File: config.mk
export PLATFORM = sky130hd
export DESIGN_NAME = srf_framer
export DESIGN_NICKNAME = d
export VERILOG_FILES = /design/src/srf_pkg.sv /design/src/srf_framer.sv
export SDC_FILE = /design/constraint.sdc
export NUM_CORES = 2
export LEC_CHECK = 0
export BUFFER_PORTS_ARGS = -buffer_cell sky130_fd_sc_hd__buf_2
export CAP_MARGIN = 10
export CORE_UTILIZATION = 60
export DETAILED_ROUTE_END_ITERATION = 8
export MAX_ROUTING_LAYER = met4
export PLACE_DENSITY = 0.77
export RECOVER_POWER = 50
export SLEW_MARGIN = 40
export SYNTH_ARGS = -nofsm -noshare
export SYNTH_HDL_FRONTEND = slang
export SYNTH_SLANG_ARGS = --single-unit
File: constraint.sdc
create_clock -name clk -period 5.2 [get_ports clk]
set_input_delay 0.78 -clock clk [delete_from_list [all_inputs] [get_ports clk]]
set_output_delay 0.78 -clock clk [all_outputs]
set_load 0.02 [all_outputs]
File: src/srf_pkg.sv
/*
 * Shared constants and types of the service record framer: register byte
 * offsets, field layout of header_flags, reset values, timing counts and
 * the packed state record. Assumes a 10 MHz system clock.
 */
package srf_pkg;

    // register byte offsets on the APB slave
    localparam logic [7:0] OFF_CTRL = 8'h00;
    localparam logic [7:0] OFF_FLAGS = 8'h04;
    localparam logic [7:0] OFF_SVC = 8'h08;
    localparam logic [7:0] OFF_UNIT = 8'h0C;
    localparam logic [7:0] OFF_INCIDENT = 8'h10;
    localparam logic [7:0] OFF_TIME = 8'h14;
    localparam logic [7:0] OFF_TIMING = 8'h18;
    localparam logic [7:0] OFF_PAYLOAD = 8'h1C;
    localparam logic [7:0] OFF_STATUS = 8'h20;
    localparam logic [7:0] OFF_RXHDR = 8'h24;
    localparam logic [7:0] OFF_RXUNIT = 8'h28;
    localparam logic [7:0] OFF_RXACK = 8'h2C;
    localparam logic [7:0] OFF_RXSVC = 8'h30;

    // control bits
    localparam int CTRL_START = 0;
    localparam int CTRL_USE_RX_UNIT = 1;
    localparam int CTRL_CLR_PAYLOAD = 2;

    // header_flags layout
    localparam int FLG_ORIGIN = 7;
    localparam int FLG_DEST = 6;
    localparam int FLG_PRIO_LSB = 3;
    localparam int FLG_TIME = 2;
    localparam int FLG_INCIDENT = 1;
    localparam int FLG_UNIT = 0;

    // transport parameter reset values
    localparam logic [7:0] ACK_WAIT_RST = 8'h05;
    localparam logic [7:0] RETRY_RST = 8'h03;
    localparam logic [7:0] RECONN_RST = 8'h1E;

    // subentry_kind reserved for acknowledgements
    localparam logic [7:0] ACK_KIND = 8'h00;

    // one second in clock cycles
    localparam int unsigned SECOND_NS = 1000000000;
    localparam int unsigned CLK_PERIOD_NS = 100;
    localparam int unsigned SEC_CYCLES_DFLT = SECOND_NS / CLK_PERIOD_NS;

    // payload buffer
    localparam int PAY_DEPTH = 16;
    localparam int PAY_IDX_W = 4;
    localparam int PAY_CNT_W = 5;

    typedef enum logic [3:0] {
        F_IDLE, F_SIZE, F_SEQ, F_FLAGS, F_UNIT, F_INC, F_TIME, F_SST, F_DST,
        F_BODY, F_WAIT, F_RECONN
    } srf_field_t;

    typedef enum logic [1:0] {SUB_KIND, SUB_SIZE, SUB_DATA} srf_sub_t;

    typedef struct packed {
        // bus answer
        logic pready;
        logic pslverr;
        logic [31:0] prdata;
        // configuration
        logic useRxUnit;
        logic [7:0] flags;
        logic [7:0] origin_service_kind;
        logic [7:0] dst;
        logic [31:0] unit;
        logic [31:0] incident;
        logic [31:0] seconds;
        logic [7:0] ackWait;
        logic [7:0] retry;
        logic [7:0] reconn;
        logic [PAY_DEPTH-1:0][7:0] pay;
        logic [PAY_CNT_W-1:0] payCnt;
        // sender
        srf_field_t txField;
        logic [PAY_CNT_W-1:0] txIdx;
        logic txValid;
        logic [7:0] txData;
        logic txLast;
        logic [15:0] seq;
        logic [15:0] curSeq;
        logic [31:0] txUnit;
        logic [7:0] attempts;
        logic [31:0] secCnt;
        logic [7:0] waitSec;
        logic linkPrev;
        logic reconnReq;
        logic failPulse;
        // sticky status
        logic stAckOk;
        logic stFail;
        logic stReconn;
        logic stRxErr;
        // receiver
        srf_field_t rxField;
        logic [1:0] rxIdx;
        logic [15:0] rxSize;
        logic [15:0] rxBody;
        logic [15:0] rxSeq;
        logic [7:0] rxFlags;
        logic [31:0] rxUnit;
        logic [7:0] rxSst;
        logic [7:0] rxDst;
        srf_sub_t subSt;
        logic [1:0] subIdx;
        logic [15:0] subLeft;
        logic [7:0] subKind;
        logic [15:0] ackTmp;
        logic [15:0] rxAckSeq;
        logic ackHit;
        logic [7:0] rxSubCnt;
        logic [7:0] rxRecCnt;
    } srf_state_t;

endpackage
File: src/srf_framer.sv
/*
 * Service record framer: builds one record from APB-written header fields
 * and payload bytes, sends it as a byte stream, waits for its
 * acknowledgement with timeout and retry, parses incoming records and
 * their sub-records. Assumes the byte streams and linkBroken come from
 * logic on the same clock; multi-byte fields travel low byte first.
 */
// Chosen here: the placing of the registers and the APB slave port.
`timescale 1ns/1ps

// Overview of operation
// - sender waits ack_wait_seconds, default 5, for acknowledgement of each packet
// - unacknowledged packet is resent up to retry_limit times, default 3
// - after a link break, wait reconnect_wait_seconds, default 30, then reconnect
// - service payload is one or more records back to back
// - a record is a header then one or more sub-records
// - payload_size is two bytes giving the payload_body length only
// - sequence_count counts records 0 to 65535, wraps, keys acknowledgements
// - origin_on_vehicle is 1 when origin service is on the vehicle_terminal
// - dest_on_vehicle is 1 when destination service is on the vehicle_terminal
// - handling_priority runs 0 highest to 7 lowest
// - timestamp_present selects the 4-byte creation_seconds; parser skips it otherwise
// - incident_present selects the 4-byte incident_tag field
// - unit_id_present selects the 4-byte unit_ident field
// - order: size, sequence, flags, unit, incident, time, origin, dest, body
// - reply to a platform command carries the unit_ident received in it
// - creation_seconds counts seconds since midnight UTC 01.01.2010
// - same object and instant in one packet may carry time once
// - records of one event repeat the same incident_tag until all delivered
// - acknowledgement sub-records carry the acknowledged sequence_count
// - sub-record is kind byte, two-byte subentry_size, then that many bytes
// - subentry_kind 0 is reserved for acknowledgement sub-records
module srf_framer
    import srf_pkg::*;
#(
    parameter int unsigned SEC_CYCLES = SEC_CYCLES_DFLT
) (
    // clock and reset
    input wire logic clk,
    input wire logic nrst,
    // apb slave
    input wire logic psel,
    input wire logic penable,
    input wire logic pwrite,
    input wire logic [7:0] paddr,
    input wire logic [31:0] pwdata,
    output logic [31:0] prdata,
    output logic pready,
    output logic pslverr,
    // record bytes out
    output logic txValid,
    output logic [7:0] txData,
    output logic txLast,
    input wire logic txReady,
    // record bytes in
    input wire logic rxValid,
    input wire logic rxFirst,
    input wire logic [7:0] rxData,
    // link events
    input wire logic linkBroken,
    output logic reconnReq,
    output logic deliveryFail
);

    srf_state_t s;
    srf_state_t next_s;

    // header field order with optional fields skipped
    function automatic srf_field_t nextField(srf_field_t f, logic [7:0] fl);
        srf_field_t r;
        r = F_IDLE;
        case (f)
            F_SIZE: r = F_SEQ;
            F_SEQ: r = F_FLAGS;
            F_FLAGS: r = fl[FLG_UNIT] ? F_UNIT : fl[FLG_INCIDENT] ? F_INC :
                         fl[FLG_TIME] ? F_TIME : F_SST;
            F_UNIT: r = fl[FLG_INCIDENT] ? F_INC : fl[FLG_TIME] ? F_TIME : F_SST;
            F_INC: r = fl[FLG_TIME] ? F_TIME : F_SST;
            F_TIME: r = F_SST;
            F_SST: r = F_DST;
            F_DST: r = F_BODY;
            F_BODY: r = F_WAIT;
            default: r = F_IDLE;
        endcase
        return r;
    endfunction

    // index of the last byte of a header field
    function automatic logic [1:0] fieldLast(srf_field_t f);
        logic [1:0] r;
        r = 2'h0;
        case (f)
            F_SIZE, F_SEQ: r = 2'h1;
            F_UNIT, F_INC, F_TIME: r = 2'h3;
            default: r = 2'h0;
        endcase
        return r;
    endfunction

    logic prep;
    logic acc;
    logic busy;
    logic tick;
    logic free;
    logic txEnd;
    logic [7:0] txByte;
    logic [15:0] paySize;
    srf_field_t rxCur;
    logic [1:0] rxI;
    logic [7:0] rxFl;
    logic subEnd;
    logic [15:0] fullSub;

    always_comb begin
        next_s = s;
        next_s.ackHit = 1'b0;
        next_s.reconnReq = 1'b0;
        next_s.failPulse = 1'b0;
        next_s.linkPrev = linkBroken;
        busy = s.txField != F_IDLE;
        paySize = 16'(s.payCnt);
        tick = s.secCnt == 32'(SEC_CYCLES - 1);
        next_s.secCnt = tick ? 32'h0 : s.secCnt + 32'h1;

        // one wait state: answer prepared in the first access cycle
        prep = psel & penable & ~s.pready;
        acc = psel & penable & s.pready;
        next_s.pready = prep;
        if (prep) begin
            next_s.pslverr = 1'b0;
            next_s.prdata = 32'h0;
            case (paddr)
                OFF_CTRL: next_s.prdata = {30'h0, s.useRxUnit, 1'b0};
                OFF_FLAGS: next_s.prdata = {24'h0, s.flags};
                OFF_SVC: next_s.prdata = {16'h0, s.dst, s.origin_service_kind};
                OFF_UNIT: next_s.prdata = s.unit;
                OFF_INCIDENT: next_s.prdata = s.incident;
                OFF_TIME: next_s.prdata = s.seconds;
                OFF_TIMING: next_s.prdata = {8'h0, s.reconn, s.retry, s.ackWait};
                OFF_PAYLOAD: next_s.prdata = {27'h0, s.payCnt};
                OFF_STATUS: next_s.prdata = {s.seq, s.attempts, 3'h0, s.stRxErr,
                    s.stReconn, s.stFail, s.stAckOk, busy};
                OFF_RXHDR: next_s.prdata = {s.rxRecCnt, s.rxFlags, s.rxSeq};
                OFF_RXUNIT: next_s.prdata = s.rxUnit;
                OFF_RXACK: next_s.prdata = {16'h0, s.rxAckSeq};
                OFF_RXSVC: next_s.prdata = {8'h0, s.rxSubCnt, s.rxDst, s.rxSst};
                default: next_s.pslverr = 1'b1;
            endcase
            // writes answer with zero data so no register leaks onto the bus
            if (pwrite) next_s.prdata = 32'h0;
        end

        // header fields are frozen while a record is in flight
        if (acc && pwrite) begin
            case (paddr)
                OFF_CTRL: begin
                    next_s.useRxUnit = pwdata[CTRL_USE_RX_UNIT];
                    if (!busy && pwdata[CTRL_CLR_PAYLOAD]) begin
                        next_s.payCnt = '0;
                    end
                    // an empty body would break the one-sub-record minimum
                    if (!busy && pwdata[CTRL_START] && s.payCnt != '0) begin
                        next_s.txField = F_SIZE;
                        next_s.txIdx = '0;
                        next_s.attempts = 8'h0;
                        next_s.curSeq = s.seq;
                        next_s.txUnit = s.useRxUnit ? s.rxUnit : s.unit;
                    end
                end
                OFF_FLAGS: if (!busy) next_s.flags = pwdata[7:0];
                OFF_SVC: if (!busy) begin
                    next_s.origin_service_kind = pwdata[7:0];
                    next_s.dst = pwdata[15:8];
                end
                OFF_UNIT: if (!busy) next_s.unit = pwdata;
                OFF_INCIDENT: if (!busy) next_s.incident = pwdata;
                OFF_TIME: if (!busy) next_s.seconds = pwdata;
                OFF_TIMING: begin
                    next_s.ackWait = pwdata[7:0];
                    next_s.retry = pwdata[15:8];
                    next_s.reconn = pwdata[23:16];
                end
                OFF_PAYLOAD: if (!busy && s.payCnt != PAY_CNT_W'(PAY_DEPTH)) begin
                    next_s.pay[s.payCnt[PAY_IDX_W-1:0]] = pwdata[7:0];
                    next_s.payCnt = s.payCnt + 1'b1;
                end
                OFF_STATUS: begin
                    // write one to clear; a set in the same cycle wins below
                    if (pwdata[1]) next_s.stAckOk = 1'b0;
                    if (pwdata[2]) next_s.stFail = 1'b0;
                    if (pwdata[3]) next_s.stReconn = 1'b0;
                    if (pwdata[4]) next_s.stRxErr = 1'b0;
                end
                default: ;
            endcase
        end

        // byte for the current sender position
        txByte = 8'h0;
        case (s.txField)
            F_SIZE: txByte = s.txIdx[0] ? paySize[15:8] : paySize[7:0];
            F_SEQ: txByte = s.txIdx[0] ? s.curSeq[15:8] : s.curSeq[7:0];
            F_FLAGS: txByte = s.flags;
            F_UNIT: txByte = s.txUnit[{s.txIdx[1:0], 3'h0} +: 8];
            F_INC: txByte = s.incident[{s.txIdx[1:0], 3'h0} +: 8];
            F_TIME: txByte = s.seconds[{s.txIdx[1:0], 3'h0} +: 8];
            F_SST: txByte = s.origin_service_kind;
            F_DST: txByte = s.dst;
            F_BODY: txByte = s.pay[s.txIdx[PAY_IDX_W-1:0]];
            default: txByte = 8'h0;
        endcase

        // sender
        free = ~s.txValid | txReady;
        txEnd = s.txField == F_BODY ? s.txIdx == s.payCnt - 1'b1 :
            s.txIdx[1:0] == fieldLast(s.txField);
        unique case (s.txField)
            F_IDLE: ;
            F_WAIT: begin
                // acknowledgement matched on sequence_count only
                if (s.ackHit && s.rxAckSeq == s.curSeq) begin
                    next_s.stAckOk = 1'b1;
                    next_s.txField = F_IDLE;
                    next_s.seq = s.curSeq + 16'h1;
                end else if (tick) begin
                    if ({1'b0, s.waitSec} + 9'h1 >= {1'b0, s.ackWait}) begin
                        if (s.attempts < s.retry) begin
                            next_s.attempts = s.attempts + 8'h1;
                            next_s.txField = F_SIZE;
                            next_s.txIdx = '0;
                        end else begin
                            next_s.stFail = 1'b1;
                            next_s.failPulse = 1'b1;
                            next_s.txField = F_IDLE;
                            next_s.seq = s.curSeq + 16'h1;
                        end
                    end else begin
                        next_s.waitSec = s.waitSec + 8'h1;
                    end
                end
            end
            F_RECONN: begin
                if (tick) begin
                    if ({1'b0, s.waitSec} + 9'h1 >= {1'b0, s.reconn}) begin
                        next_s.reconnReq = 1'b1;
                        next_s.stReconn = 1'b1;
                        next_s.txField = F_IDLE;
                    end else begin
                        next_s.waitSec = s.waitSec + 8'h1;
                    end
                end
            end
            default: begin
                if (free) begin
                    next_s.txValid = 1'b1;
                    next_s.txData = txByte;
                    next_s.txLast = s.txField == F_BODY && txEnd;
                    if (txEnd) begin
                        next_s.txIdx = '0;
                        next_s.txField = nextField(s.txField, s.flags);
                        if (s.txField == F_BODY) begin
                            next_s.secCnt = 32'h0;
                            next_s.waitSec = 8'h0;
                        end
                    end else begin
                        next_s.txIdx = s.txIdx + 1'b1;
                    end
                end
            end
        endcase
        if (s.txValid && txReady && (s.txField == F_WAIT || s.txField == F_IDLE)) begin
            next_s.txValid = 1'b0;
            next_s.txLast = 1'b0;
        end
        // a broken link aborts the record in flight; sequence_count is kept
        if (linkBroken && !s.linkPrev) begin
            next_s.txField = F_RECONN;
            next_s.txValid = 1'b0;
            next_s.txLast = 1'b0;
            next_s.secCnt = 32'h0;
            next_s.waitSec = 8'h0;
        end

        // receiver
        rxCur = rxFirst ? F_SIZE : s.rxField;
        rxI = rxFirst ? 2'h0 : s.rxIdx;
        rxFl = rxCur == F_FLAGS ? rxData : s.rxFlags;
        subEnd = 1'b0;
        fullSub = {rxData, s.subLeft[15:8]};
        if (rxValid) begin
            next_s.rxField = rxCur;
            next_s.rxIdx = rxI;
            case (rxCur)
                F_SIZE: next_s.rxSize = {rxData, s.rxSize[15:8]};
                F_SEQ: next_s.rxSeq = {rxData, s.rxSeq[15:8]};
                F_FLAGS: next_s.rxFlags = rxData;
                F_UNIT: next_s.rxUnit = {rxData, s.rxUnit[31:8]};
                F_SST: next_s.rxSst = rxData;
                F_DST: next_s.rxDst = rxData;
                default: ; // incident and time bytes are skipped
            endcase
            if (rxCur == F_BODY) begin
                next_s.rxBody = s.rxBody + 16'h1;
                unique case (s.subSt)
                    SUB_KIND: begin
                        next_s.subKind = rxData;
                        next_s.subSt = SUB_SIZE;
                        next_s.subIdx = 2'h0;
                    end
                    SUB_SIZE: begin
                        next_s.subLeft = fullSub;
                        if (s.subIdx == 2'h0) begin
                            next_s.subIdx = 2'h1;
                        end else if (fullSub == 16'h0) begin
                            subEnd = 1'b1;
                        end else begin
                            next_s.subSt = SUB_DATA;
                            next_s.subIdx = 2'h0;
                        end
                    end
                    SUB_DATA: begin
                        if (s.subIdx == 2'h0) next_s.ackTmp[7:0] = rxData;
                        if (s.subIdx == 2'h1) next_s.ackTmp[15:8] = rxData;
                        if (s.subIdx != 2'h2) next_s.subIdx = s.subIdx + 2'h1;
                        next_s.subLeft = s.subLeft - 16'h1;
                        subEnd = s.subLeft == 16'h1;
                    end
                endcase
                if (subEnd) begin
                    next_s.subSt = SUB_KIND;
                    next_s.rxSubCnt = s.rxSubCnt + 8'h1;
                    // kind 0 means acknowledgement in every service
                    if (s.subKind == ACK_KIND && s.subSt == SUB_DATA && s.subIdx != 2'h0) begin
                        next_s.ackHit = 1'b1;
                        next_s.rxAckSeq = next_s.ackTmp;
                    end
                end
                if (s.rxBody + 16'h1 == s.rxSize) begin
                    next_s.rxField = F_SIZE;
                    next_s.rxIdx = 2'h0;
                    next_s.rxRecCnt = s.rxRecCnt + 8'h1;
                    if (!subEnd) next_s.stRxErr = 1'b1;
                end
            end else if (rxI == fieldLast(rxCur)) begin
                next_s.rxIdx = 2'h0;
                next_s.rxField = nextField(rxCur, rxFl);
                if (rxCur == F_DST) begin
                    next_s.rxBody = 16'h0;
                    next_s.subSt = SUB_KIND;
                    // a record must hold at least one sub-record
                    if (s.rxSize == 16'h0) begin
                        next_s.stRxErr = 1'b1;
                        next_s.rxField = F_SIZE;
                    end
                end
            end else begin
                next_s.rxIdx = rxI + 2'h1;
            end
        end
    end

    always_ff @(posedge clk) begin
        if (!nrst) begin
            s <= '0;
            s.ackWait <= ACK_WAIT_RST;
            s.retry <= RETRY_RST;
            s.reconn <= RECONN_RST;
            s.rxField <= F_SIZE;
        end else begin
            s <= next_s;
        end
    end

    assign prdata = s.prdata;
    assign pready = s.pready;
    assign pslverr = s.pslverr;
    assign txValid = s.txValid;
    assign txData = s.txData;
    assign txLast = s.txLast;
    assign reconnReq = s.reconnReq;
    assign deliveryFail = s.failPulse;

endmodule

==> results.yml <==
critical_path:
  r2r_start: "s[322]"
  start_kind: "flip-flop"
  critPathKind: "flip-flop to flip-flop"
  reg2regPathDepth: 10
  timing.rr.end: "txData[6]"
  r2r_slack_ns: 0.95
  cp_data_arrival_time_ns: 4.75
  end_kind: "flip-flop"
  crit_path_max_fanout: 16
  cp.required_ns: 5.69
clocking:
  cts.sinks: 637
  cts_buffers: 69
  cts-root-buf: "clkbuf_16"
  clk_latency_ns: 0.62
  cts_setup_buffers: 0
  cts_resized: 0
  path_clk_slew_ns: 0.06
  htree_levels: 3
  clockBufferDepth: 3
  hold_buffers: 0
  cts_tree: "done"
placed_design:
  place_inst: 4221
  dp_hpwl_mm: 69.8
  gp_congestion: 1.03
  placed_area_um2: 31300
  numPortBuffers: 102
synth:
  syn_inst: 3705
  yosys.area.top_type_share_pct: 41.6
  async_flop_share_pct: 0
  yosysTopAreaCell: "dfxtp_1"
  synthTopCellsByArea: "dfxtp_1 (42%), mux2i_1 (7.5%), nand2_1 (7.3%), a21oi_1 (6.3%), nor2_1 (5.7%)"
  syn_area_um2: 30700
  synth_edf_count: 0
  yosysSeqAreaShare_pct: 41.6
  yosys_warnings: 0
  synth_ff_type: "dfxtp_1"
  syn_area_per_cell_um2: 8.27
  synthDistinctLibCells: 78
  synth.ff_latch_count: 637
  synth.net_count: 3806
detailed_routing:
  drt_iter0_drc: 4755
  routed_wl_mm: 104
  dr.pass1.iters: 8
  final_antenna_net_count: 0
  routed_via_density: 6.65
  via_count: 28900
  wire_per_inst_um: 23.8
  drc: 0
global_routing:
  gr-usage-met3_pct: 8.16
  overflow: 0
  grt_usage_pct: 40.1
  grt_start_max_net_pins: 193
  use_met1_pct: 50.9
  antenna_found_initial: 2
  grt_pass1_vias: 27000
  met2_usage_pct: 59.7
  busiest_layer: "met2"
  grt_pass1_wl_mm: 159
floorplan:
  die_w_um: 228
  rows: 82
  initial_utilization_pct: 61.0
  die_h_um: 228
  core_area_um2: 50300
  dieArea_um2: 52000
  io_pins: 103
power_and_ir_drop:
  comb_power_share_pct: 9.2
  ir_drop_v: 0.000333
  power_switching_mw: 2.92
  leakage_nw: 12.4
  switching_share_pct: 25.4
  power.density_nw_per_um2: 340
  p_seq_share_pct: 44.0
  intPower_mw: 8.56
  clock_power_share_pct: 46.8
layout:
  final_common_cell: "dfxtp_1"
  num-nets-final: 3722
  multi_input_area_um2: 16400
  final-seq-area_um2: 12800
  area_growth_pct: 10.1
  layout_common_cells: "dfxtp_1 (633), nand2_1 (598), nor2_1 (460)"
  fillers: 4069
  drive_above_1_share_pct: 8.87
  fin_cells: 4351
  finalInstanceArea_um2: 33700
min_path:
  min_from: "linkBroken"
  hold-path-endpoint: "s[193]"
  whs_path_depth: 2
  hold_path_class: "primary input to flip-flop"
status:
  status: "finished with violations"
  violations: "max-capacitance violations, max-slew violations"
sta:
  finalSetupViolations: 0
  period_share_pct: 81.8
  relSlewSlack_pct: -118
  final_hold_viol_count: 0
  rsz0062_at_grt: "false"
  worstMarginPinSlew_ns: 3.27
  fin_skew_ns: 0.0215
  fmax_ghz: 0.235
  tns_ns: 0
  drv_slew: 161
  final.min_clock_period_ns: 4.25
  hold_ws_ns: 0.385
run:
  cap_violations: 4
## cell type report
| class | count | share of cell area [%] |
|---|---|---|
| multi-input combinational | 2687 | 48.7 |
| sequential | 637 | 37.8 |
| clock buffer | 97 | 5.95 |
| timing repair buffer | 166 | 2.93 |
| tap | 672 | 2.49 |
| clock inverter | 30 | 1.44 |
| inverter | 60 | 0.667 |
| antenna | 2 | 0.0148 |
## state kept, by name, summed over array words and instances (netlist names)
signal and count:
txLast 1, paySize 5, reconnReq 1, deliveryFail 1
pslverr 1, fullSub 8, txData 8, prdata 32
pready 1, s 578, txValid 1
## worst max-delay path, stage by stage (launching register included)
cell      delay, ns
dfxtp_1        0.61
clkbuf_1       0.73
nand2b_1       0.22
nor2_1         0.21
buf_4          0.24
buf_4          0.20
a221oi_1       0.53
nor3_1         0.15
o31ai_1        0.65
nand3_1        0.28
a22o_1         0.29
## power groups by stage
stage	Clock, mW	Combinational (mW)	Sequential (mW)
final	5.38	1.06	5.05
after global routing	5.63	1.11	5.05
after CTS	5.40	1.02	5.04
after detailed placement	0	1.02	5.15
after global placement	0	1.00	5.14
after floorplan	0	0.771	5.04
## synth_stat cells (24+ instances only)
| cell type | n |
|---|---|
| xnor2_1 | 56 |
| ha_1 | 44 |
| buf_4 | 40 |
| dfxtp_1 | 637 |
| a222oi_1 | 60 |
| mux4_2 | 48 |
| mux2i_1 | 230 |
| inv_1 | 59 |
| nand3_1 | 119 |
| nor2_1 | 468 |
| nand4_1 | 42 |
| nor3_1 | 87 |
| nor4_1 | 29 |
| nand2b_1 | 24 |
| clkbuf_1 | 258 |
| a22oi_1 | 59 |
| xor2_1 | 43 |
| a221oi_1 | 24 |
| o21ai_0 | 63 |
| nand2_1 | 599 |
| a21oi_1 | 385 |
## layer usage
metal  wire (µm)  up-vias
met5           0        -
met4        6600        0
met3       11600      416
met2       45500     1882
met1       39900    13700
li1            -    12900
## through the flow
stage	util, %	power, mW	worst slack [ns]
3_3_place_gp	62.0	6.15	1.44
5_1_grt	67.1	11.8	0.783
6_report	67.1	11.5	0.948
2_1_floorplan	-	5.81	2.13
3_5_place_dp	62.3	6.17	1.23
4_1_cts	67.2	11.5	1.46
## worst max-delay path by stage
stage                       start         to  slack (ns)  cells after the start
after floorplan           rxFirst      s[18]        2.13                     10
after global placement    rxFirst      s[20]        1.44                      9
after detailed placement  rxFirst      s[24]        1.23                      9
after CTS                  s[316]     s[324]        1.46                      9
after global routing         nrst     s[216]        0.78                      6
final                      s[322]  txData[6]        0.95                     10
## kinds of logic after synthesis
| kind of cell | share of synthesized area [%] |
|---|---|
| AOI/OAI and AO/OA | 16.3 |
| muxes | 11.1 |
| xor gates and xnor gates | 2.83 |
| and+or+nand+nor | 21.2 |
| DFF | 41.6 |
| adders and majority gates | 1.80 |
| buffers and inverters | 5.19 |
Power figures use the tool's default switching activity.
